==> config.mk <==
export PLATFORM = sky130hd
export DESIGN_NAME = hpb_port
export DESIGN_NICKNAME = d
export VERILOG_FILES = /design/src/include/hpb_pkg.sv /design/src/hdl/hpb_addr_latch.sv /design/src/hdl/hpb_port.sv
export VERILOG_INCLUDE_DIRS = /design/src /design/src/include
export SDC_FILE = /design/constraint.sdc
export NUM_CORES = 1
export LEC_CHECK = 0
export BUFFER_PORTS_ARGS = -buffer_cell sky130_fd_sc_hd__buf_2
export CELL_PAD_IN_SITES_DETAIL_PLACEMENT = 1
export CELL_PAD_IN_SITES_GLOBAL_PLACEMENT = 2
export CORE_MARGIN = 2
export CORE_UTILIZATION = 22
export DETAILED_ROUTE_END_ITERATION = 8
export PLACE_DENSITY = 0.82
export SYNTH_ARGS = -nofsm -noshare
export SYNTH_HDL_FRONTEND = slang
export SYNTH_SLANG_ARGS = --single-unit
==> constraint.sdc <==
create_clock -name clk_i -period 1.9 [get_ports clk_i]
set_input_delay 0.285 -clock clk_i [delete_from_list [all_inputs] [get_ports clk_i]]
set_output_delay 0.285 -clock clk_i [all_outputs]
set_load 0.01 [all_outputs]
==> src/include/hpb_params.svh <==
// Purpose : constants for the host parallel bus pin block
// Assumes : included by bare name before use
// Notes   : timing counts are not needed, the bus is sampled each clock
`ifndef HPB_PARAMS_SVH
`define HPB_PARAMS_SVH

// ----------------------------------------
// field positions and widths
// ----------------------------------------
`define HPB_DATA_W      32        // host data bus width
`define HPB_ADDR_LSB    2         // lowest address bit on the bus
`define HPB_ADDR_MSB    5         // highest address bit on the bus
`define HPB_ADDR_W      4         // address bits 5 down to 2

// ----------------------------------------
// strap encodings and reset values
// ----------------------------------------
`define HPB_MODE_SPLIT  1'b0      // separate address lines
`define HPB_MODE_MUXED  1'b1      // low data pins also carry address
`define HPB_MODE_RST    1'b0      // mode before the strap is caught
`define HPB_DATA_RST    32'h0000_0000
`define HPB_ADDR_RST    4'h0

`endif

==> src/include/hpb_pkg.sv <==
// Purpose : types shared by the host parallel bus pin block
// Assumes : hpb_params.svh defines the widths
// Notes   : state enum carries no codes
`include "hpb_params.svh"
`default_nettype none

package hpb_pkg;
   typedef logic [`HPB_DATA_W-1:0] hpb_data_t;   // one bus word
   typedef logic [`HPB_ADDR_W-1:0] hpb_addr_t;   // word address
   typedef enum logic [1:0]
   {
      HPB_IDLE,      // no access in progress
      HPB_RD_FETCH,  // read asked of the core side
      HPB_RD_DRIVE,  // read word ready for the pins
      HPB_WR_TAKE    // write data being sampled
   } hpb_state_e;
endpackage : hpb_pkg

`default_nettype wire

==> src/hdl/hpb_addr_latch.sv <==
// Purpose : holds the word address of the current host access
// Assumes : inputs synchronous to clk_i
// Notes   : split mode latches on select fall, muxed mode while the latch strobe is high
`include "hpb_params.svh"
`default_nettype none

module hpb_addr_latch
(
   input  wire logic              clk_i,        // 25 MHz clock
   input  wire logic              rst_i,        // sync reset, high
   input  wire logic              mode_i,       // caught strap
   input  wire logic              sel_fall_i,   // select fell this cycle
   input  wire logic [3:0]        addr_pins_i,  // address lines 5..2
   input  wire logic              latch_stb_i,  // muxed latch strobe
   input  wire hpb_pkg::hpb_addr_t muxed_i,     // data pins 5..2
   output var  hpb_pkg::hpb_addr_t addr_o       // held word address
);
   import hpb_pkg::*;

   hpb_addr_t addr_q;   // held address
   hpb_addr_t addr_d;   // next address

   // ----------------------------------------
   // next address
   // ----------------------------------------
   always_comb
   begin
      addr_d = addr_q;
      if (mode_i == `HPB_MODE_SPLIT)
      begin
         // lowest pin is bit 2, words are 32-bit aligned
         if (sel_fall_i)
            addr_d = addr_pins_i;
      end
      else
      begin
         // address pins, bit 4 among them, are ignored here
         if (latch_stb_i)
            addr_d = muxed_i;
      end
   end

   // ----------------------------------------
   // register
   // ----------------------------------------
   always_ff @(posedge clk_i)
   begin
      if (rst_i)
         addr_q <= `HPB_ADDR_RST;
      else
         addr_q <= addr_d;
   end

   assign addr_o = addr_q;
endmodule : hpb_addr_latch

`default_nettype wire

==> src/hdl/hpb_port.sv <==
// Purpose : device end of the host parallel bus, pins to a simple word port
// Assumes : host pins synchronous to clk_i; core answers a read in the cycle it is asked
// Notes   : strap caught once after reset release; data pins split into in/out/enable
//
// Notes on behaviour
// - drive data pins only while enable low
// - write strobe low writes, high reads
// - mux select 0: shared pins pure data
// - mux select 1: low pins address then data
// - split mode: catch bit 4 at select fall
// - mux select 1: ignore address line bit 4
// - full 32-bit bidirectional data bus
// - mux select 1: address bit 2 pin latches
// - word aligned, lowest address bit is 2
`include "hpb_params.svh"
`default_nettype none

module hpb_port
(
   input  wire logic               clk_i,                  // 25 MHz clock
   input  wire logic               rst_i,                  // sync reset, high
   // ----- host pins -----
   input  wire logic               bus_mux_select_i,       // strap, 1 = muxed
   input  wire logic               host_select_n_i,        // chip select, low
   input  wire logic               host_drive_enable_n_i,  // output enable, low
   input  wire logic               host_write_strobe_n_i,  // low write, high read
   input  wire logic               addr_line_bit2_i,       // bit 2, or latch strobe when muxed
   input  wire logic               addr_line_bit3_i,       // bit 3, unused when muxed
   input  wire logic               addr_line_bit4_i,       // bit 4, unused when muxed
   input  wire logic               addr_line_bit5_i,       // bit 5, unused when muxed
   input  wire hpb_pkg::hpb_data_t data_in_i,              // data pins as seen
   output var  hpb_pkg::hpb_data_t data_out_o,             // data pins driven value
   output logic [`HPB_DATA_W-1:0]  data_oe_n_o,            // per pin, low = drive
   // ----- core side -----
   output var  hpb_pkg::hpb_addr_t acc_addr_o,             // word address
   output logic                    acc_rd_o,               // read request pulse
   input  wire hpb_pkg::hpb_data_t acc_rdata_i,            // read word, same cycle
   output logic                    acc_wr_o,               // write pulse
   output var  hpb_pkg::hpb_data_t acc_wdata_o,            // write word
   output logic                    mux_mode_o              // caught strap
);
   import hpb_pkg::*;

   // ----------------------------------------
   // declarations
   // ----------------------------------------
   logic       mode_q, mode_d;          // caught bus mode
   logic       caught_q, caught_d;      // strap taken
   logic       sel_q, sel_d;            // select last cycle
   hpb_state_e state_q, state_d;        // access state
   hpb_data_t  rdat_q, rdat_d;          // read word for pins
   hpb_data_t  wdat_q, wdat_d;          // write word
   logic       rd_q, rd_d;              // read pulse
   logic       wr_q, wr_d;              // write pulse
   logic       sel_fall;                // select just went low
   logic       sel_rise;                // select just went high
   logic       drive;                   // pins driven now

   assign sel_fall = sel_q & ~host_select_n_i;
   assign sel_rise = ~sel_q & host_select_n_i;

   // ----------------------------------------
   // strap and edge state
   // ----------------------------------------
   // strap is caught after release, never loaded under reset
   always_comb
   begin
      mode_d   = mode_q;
      caught_d = 1'b1;
      sel_d    = host_select_n_i;
      if (!caught_q)
         mode_d = bus_mux_select_i;
   end

   always_ff @(posedge clk_i)
   begin
      if (rst_i)
      begin
         mode_q   <= `HPB_MODE_RST;
         caught_q <= 1'b0;
         sel_q    <= 1'b1;
      end
      else
      begin
         mode_q   <= mode_d;
         caught_q <= caught_d;
         sel_q    <= sel_d;
      end
   end

   // ----------------------------------------
   // address capture
   // ----------------------------------------
   hpb_addr_latch u_addr
   (
      .clk_i       (clk_i),
      .rst_i       (rst_i),
      .mode_i      (mode_q),
      .sel_fall_i  (sel_fall),
      .addr_pins_i ({addr_line_bit5_i, addr_line_bit4_i, addr_line_bit3_i, addr_line_bit2_i}),
      .latch_stb_i (addr_line_bit2_i),
      .muxed_i     (data_in_i[`HPB_ADDR_MSB:`HPB_ADDR_LSB]),
      .addr_o      (acc_addr_o)
   );

   // ----------------------------------------
   // access sequencing
   // ----------------------------------------
   // a select that rises before the drive state ends a read without driving the pins; the read pulse is still sent
   always_comb
   begin
      state_d = state_q;
      rdat_d  = rdat_q;
      wdat_d  = wdat_q;
      rd_d    = 1'b0;
      wr_d    = 1'b0;
      case (state_q)
         HPB_IDLE:
         begin
            if (sel_fall && caught_q)
            begin
               if (host_write_strobe_n_i)   // high asks a read
               begin
                  rd_d    = 1'b1;
                  state_d = HPB_RD_FETCH;
               end
               else                         // low asks a write
               begin
                  wdat_d  = data_in_i;
                  state_d = HPB_WR_TAKE;
               end
            end
         end
         HPB_RD_FETCH:
         begin
            rdat_d  = acc_rdata_i;          // all 32 bits
            state_d = host_select_n_i ? HPB_IDLE : HPB_RD_DRIVE;
         end
         HPB_RD_DRIVE:
         begin
            if (host_select_n_i)
               state_d = HPB_IDLE;
         end
         HPB_WR_TAKE:
         begin
            // last sample before select rises wins; muxed data phase
            // replaces the address bits on the shared pins
            if (!host_select_n_i && !host_write_strobe_n_i)
               wdat_d = data_in_i;
            if (sel_rise)
            begin
               wr_d    = 1'b1;
               state_d = HPB_IDLE;
            end
         end
         default:
         begin
            state_d = HPB_IDLE;
         end
      endcase
   end

   always_ff @(posedge clk_i)
   begin
      if (rst_i)
      begin
         state_q <= HPB_IDLE;
         rdat_q  <= `HPB_DATA_RST;
         wdat_q  <= `HPB_DATA_RST;
         rd_q    <= 1'b0;
         wr_q    <= 1'b0;
      end
      else
      begin
         state_q <= state_d;
         rdat_q  <= rdat_d;
         wdat_q  <= wdat_d;
         rd_q    <= rd_d;
         wr_q    <= wr_d;
      end
   end

   // ----------------------------------------
   // pin drive
   // ----------------------------------------
   // enable is combinational so the pins release the cycle enable rises
   assign drive = (state_q == HPB_RD_DRIVE) && !host_select_n_i && !host_drive_enable_n_i;

   genvar gi;
   generate
      for (gi = 0; gi < `HPB_DATA_W; gi = gi + 1)
      begin : g_pin
         // every pin is pure data in either mode on the drive side
         assign data_oe_n_o[gi] = ~drive;
      end
   endgenerate

   assign data_out_o  = rdat_q;
   assign acc_rd_o    = rd_q;
   assign acc_wr_o    = wr_q;
   assign acc_wdata_o = wdat_q;
   assign mux_mode_o  = mode_q;
endmodule : hpb_port

`default_nettype wire

# Yosys cells after proc, flatten, opt, wreduce, memory -nomap -nowiden
# Cells that the tools add are included.
dict set report classes {
  bitwise 8
  n_reduce_logical 15
  eq_ne 9
  mux 16
}
# op count
set op_table {}
lappend op_table {{$mux 32} 3}
lappend op_table {{$pmux 32 s2} 1}
lappend op_table {{$mux 4} 3}
lappend op_table {{$ne 2x2->1 const B} 6}
lappend op_table {{$mux 2} 5}
lappend op_table {{$pmux 2 s4} 1}
lappend op_table {{$not 1->1} 6}
lappend op_table {{$eq 2x2->1 const B} 2}
lappend op_table {{$logic_and 1x1->1} 4}
lappend op_table {{$reduce_and 4->1} 1}
lappend op_table {{$reduce_bool 2->1} 2}
lappend op_table {{$logic_not 1->1} 3}
lappend op_table {{$mux 1} 3}
lappend op_table {{$reduce_and 3->1} 1}
lappend op_table {{$reduce_or 3->1} 1}
lappend op_table {{$and 1x1->1} 2}
lappend op_table {{$eq 2x1->1 const B} 1}
lappend op_table {{$logic_not 2->1} 1}
lappend op_table {{$reduce_and 2->1} 1}
lappend op_table {{$reduce_or 2->1} 1}
dict set report word_totals {
  input_bits 74
  elab_cells 57
  output_inout_bits 103
  reg_bits 75
}

# Longest topological paths before layout
dict set report depth {
  depth_word 5
  depth_mapped 6
  mapped_depth_nobuf 3
}

# Cells and area by module
# From an unflattened synthesis, not the netlist that was laid out.
dict set report unflattened {
  hier_cells 440
  hier_area_um2 3538.4
}
# module cells_per_inst n_inst area_per_inst_um2 seq_area_each_um2
set modules_own_cells {}
lappend modules_own_cells {hpb_port 422 1 3347.0 1421.4}
lappend modules_own_cells {hpb_addr_latch 18 1 191.4 80.1}

# Worst setup path after synthesis
# OpenSTA, ideal clock, no wires.
dict set report synth_timing {
  kind {register to output}
  from {register state_q[1]}
  to {output data_oe_n_o[10]}
  stages_incl_launch_ff 4
  n_path_buf 2
  path_slack_ns 0.058
  t_arrival_ns 1.557
  required_time_ns 1.615
  path_cell_list {dfxtp_1 > buf_2 > or4b_2 > buf_4}
}
dict set report synth_via {
  elab_chain_cells 4
}
# element line
set synth_rtl {}
lappend synth_rtl {{start, declared} hpb_port.sv:50} ;# hpb_state_e state_q, state_d;
lappend synth_rtl {{start signal, assigned} hpb_port.sv:175} ;# state_q <= state_d;
lappend synth_rtl {{$eq 2x2->1} hpb_port.sv:187} ;# assign drive = (state_q == HPB_RD_DRIVE) && !host_select_n_i && !host_drive_enable_n_i;
lappend synth_rtl {{$logic_and 1x1->1 (2 in a row)} hpb_port.sv:187}
lappend synth_rtl {{$not 1->1} n/a}
lappend synth_rtl {{end, declared} hpb_port.sv:33} ;# output logic [`HPB_DATA_W-1:0] data_oe_n_o,
# No other way between the ends.

# Final worst setup path
dict set report layout_timing {
  from {register state_q[0]}
  to {output data_oe_n_o[4]}
}
dict set report layout_via {
  elab_chain_cells 4
}
# element line
set layout_rtl {}
lappend layout_rtl {{$eq 2x2->1} hpb_port.sv:187}
lappend layout_rtl {{$logic_and 1x1->1 (2 in a row)} hpb_port.sv:187}
lappend layout_rtl {{$not 1->1} hpb_port.sv:194} ;# assign data_oe_n_o[gi] = ~drive;
# No other way between the ends.

==> impl_metrics.tcl <==
set metrics [dict create \
    final_common_cell "buf_2" \
    slew_headroom_pct 54.49 \
    worstMarginPinSlew_ns 0.6826 \
    portBuffers 176 \
    finalHoldViolCount 0 \
    ctsLongestPathBuffers 2 \
    drv_slew 0 \
    status "complete, no violations" \
    critPathLaunch "state_q[0]" \
    fin_setup_tns_ns 0 \
    cts_resized 1 \
    die_w_um 131.0 \
    top_usage_layer "met2" \
    max_freq_ghz 0.5523 \
    seq_area_frac_synth_pct 42.30 \
    netlist_instances 448 \
    cp_slowest_stage_delay_ns 0.67 \
    crit_path_top_delay_cell "or4b_4" \
    hpwl_um 8573 \
    rows 46 \
    final.fill_count 1934 \
    crit_fanout 32 \
    core-area_um2 15830 \
    setup_viol 0 \
    start_util_pct 22.43 \
    syn_area_per_cell_um2 7.923 \
    grt_use_met2_pct 25.42 \
    final_nets 649 \
    synth_top_area_share_pct 42.30 \
    clockRootBuffer "clkbuf_16" \
    p_leak_uw 0.002078 \
    die_h_um 131.0 \
    antenna_found_initial 1 \
    cap_viol_max_count 0 \
    yosys_warnings 0 \
    synth_cell_type_count 30 \
    clk-insertion-delay-late_ns 0.33 \
    h-tree-depth 3 \
    dp_slack_ns 0.03864 \
    layout-drive-gt1-share_pct 36.79 \
    wirelength_um 12200 \
    clk_transition_reported_paths_ns 0.06 \
    wl_per_cell_um 15.35 \
    drc 0 \
    grt.total_usage_pct 14.20 \
    setup_slack_ns 0.08927 \
    vias 3570 \
    synth_area_um2 3550 \
    cts_hold_buf 0 \
    grt_max_degree 34 \
    synth_edf_count 0 \
    end_kind "primary output" \
    mostFrequentLayoutCells "buf_2, nand2_1, dfxtp_1" \
    crit_required_ns 1.62 \
    synthTopCellsByArea "dfxtp_1, nand2_1, nand3_1" \
    first_pass_iters 4 \
    syn_nets 522 \
    use_met3_pct 3.624 \
    clkSinkCount 75 \
    gp_routability_congestion 0.7563 \
    diodes 0 \
    grt_pass1_vias 3661 \
    cts_setup_buffers 0 \
    worst-setup-path-type "reg -> out" \
    hold_start "acc_rdata_i[16]" \
    rsz0062_at_grt "false" \
    cts_buffers 9 \
    drt.antenna.violating_nets 0 \
    grt_pass1_wl_um 18890 \
    start_kind "flip-flop" \
    routed_via_density 4.491 \
    path_cells "or4b_4, buf_2" \
    ir_drop_v 0.0003858 \
    gr-total-overflow 0 \
    cts_tree "built" \
    area_growth_pct 33.20 \
    ys.flop_type "dfxtp_1" \
    grt_use_met1_pct 16.17 \
    arrival_ns 1.53 \
    r2r_start "state_q[1]" \
    yosys.area.top_type "dfxtp_1" \
    drt_iter0_drc 77 \
    post-route-period-util_pct 95.30 \
    ys_async_sr_fraction_pct 0 \
    skew_ns 0.007665 \
    ys_ff_latch 75 \
    dieArea_um2 17170 \
    power.density_nw_per_um2 829.8 \
    top_level_ports 177 \
    final.min_clock_period_ns 1.811 \
    min_path_type "in -> reg" \
]
per-layer routing:
metal / routed length, um / part of all wire [%] / up-vias
li1: - / - / 1766
met1: 5057 / 41 / 1684
met2: 6211 / 51 / 104
met3: 747 / 6.1 / 14
met4: 172 / 1.4 / 2
met5: 13 / 0.11 / -
worst paths after layout:
path | endpoint | cells after the start | slack [ns]
max | data_oe_n_o[4] | 2 | 0.09
min | data_out_o[16] | 3 | 0.18
max reg2reg | acc_wdata_o[15] | 5 | 0.45
min reg2reg | data_out_o[4] | 2 | 0.45
critical path: cells and delay by family (launching register included):
family,cells,cell delay [ns]
AND/OR/NAND/NOR,1,0.67
flip-flops,1,0.31
buffers and inverters,1,0.20
layout make-up:
| type | count | area, um2 | share of cell area, % |
|---|---|---|---|
| well taps | 216 | 270.3 | 5.716 |
| repair buffers | 190 | 1023 | 21.65 |
| multi-input cells | 297 | 1632 | 34.51 |
| clock inverters | 4 | 51.30 | 1.085 |
| inverters | 2 | 7.507 | 0.1588 |
| clock buffers | 11 | 242.7 | 5.134 |
| flip-flops and latches | 75 | 1501 | 31.75 |
cells in the mapped netlist (all sizes together), types with 3 or more instances:
| library cell | number |
|---|---|
| nand2 | 100 |
| dfxtp | 75 |
| nand3 | 67 |
| buf | 53 |
| a21oi | 36 |
| nor2b | 34 |
| o2111ai | 32 |
| clkbuf | 21 |
| mux2i | 4 |
| a21o | 3 |
| nand2b | 3 |
| nor3 | 3 |
cells by family (layout without fill, tap and decap cells):
logic type	Yosys count	count (layout)	synth area share, %
mux	4	4	1.128
buf+inv	76	207	12.41
flops	75	75	42.30
compound gates	75	75	14.80
simple gates	218	218	29.36
metrics by stage:
step / std cells / hold WS, ns / utilization (%) / total power (uW) / cell area, um2
finish: 795 / 0.1823 / 29.87 / 3923 / 4728
global placement: 780 / 0.4395 / 27.99 / 2223 / 4431
CTS: 795 / 0.1604 / 29.87 / 4020 / 4728
floorplan: 448 / 0.3916 / - / 2003 / 3550
global route: 795 / 0.1847 / 29.87 / 4130 / 4728
detailed placement: 780 / 0.4435 / 27.99 / 2244 / 4431
state kept, by name, indices dropped and copies added, names as in the netlist:
name	count
acc_wdata_o	32
data_out_o	32
u_addr.addr_o	4
state_q	2
acc_rd_o	1
acc_wr_o	1
caught_q	1
mux_mode_o	1
sel_q	1
where the power goes:
part	internal (uW)	switching, uW
Clock	1050	678
Sequential	1650	44.2
Combinational	214	290
No activity file was read; power rests on OpenSTA's default activity.
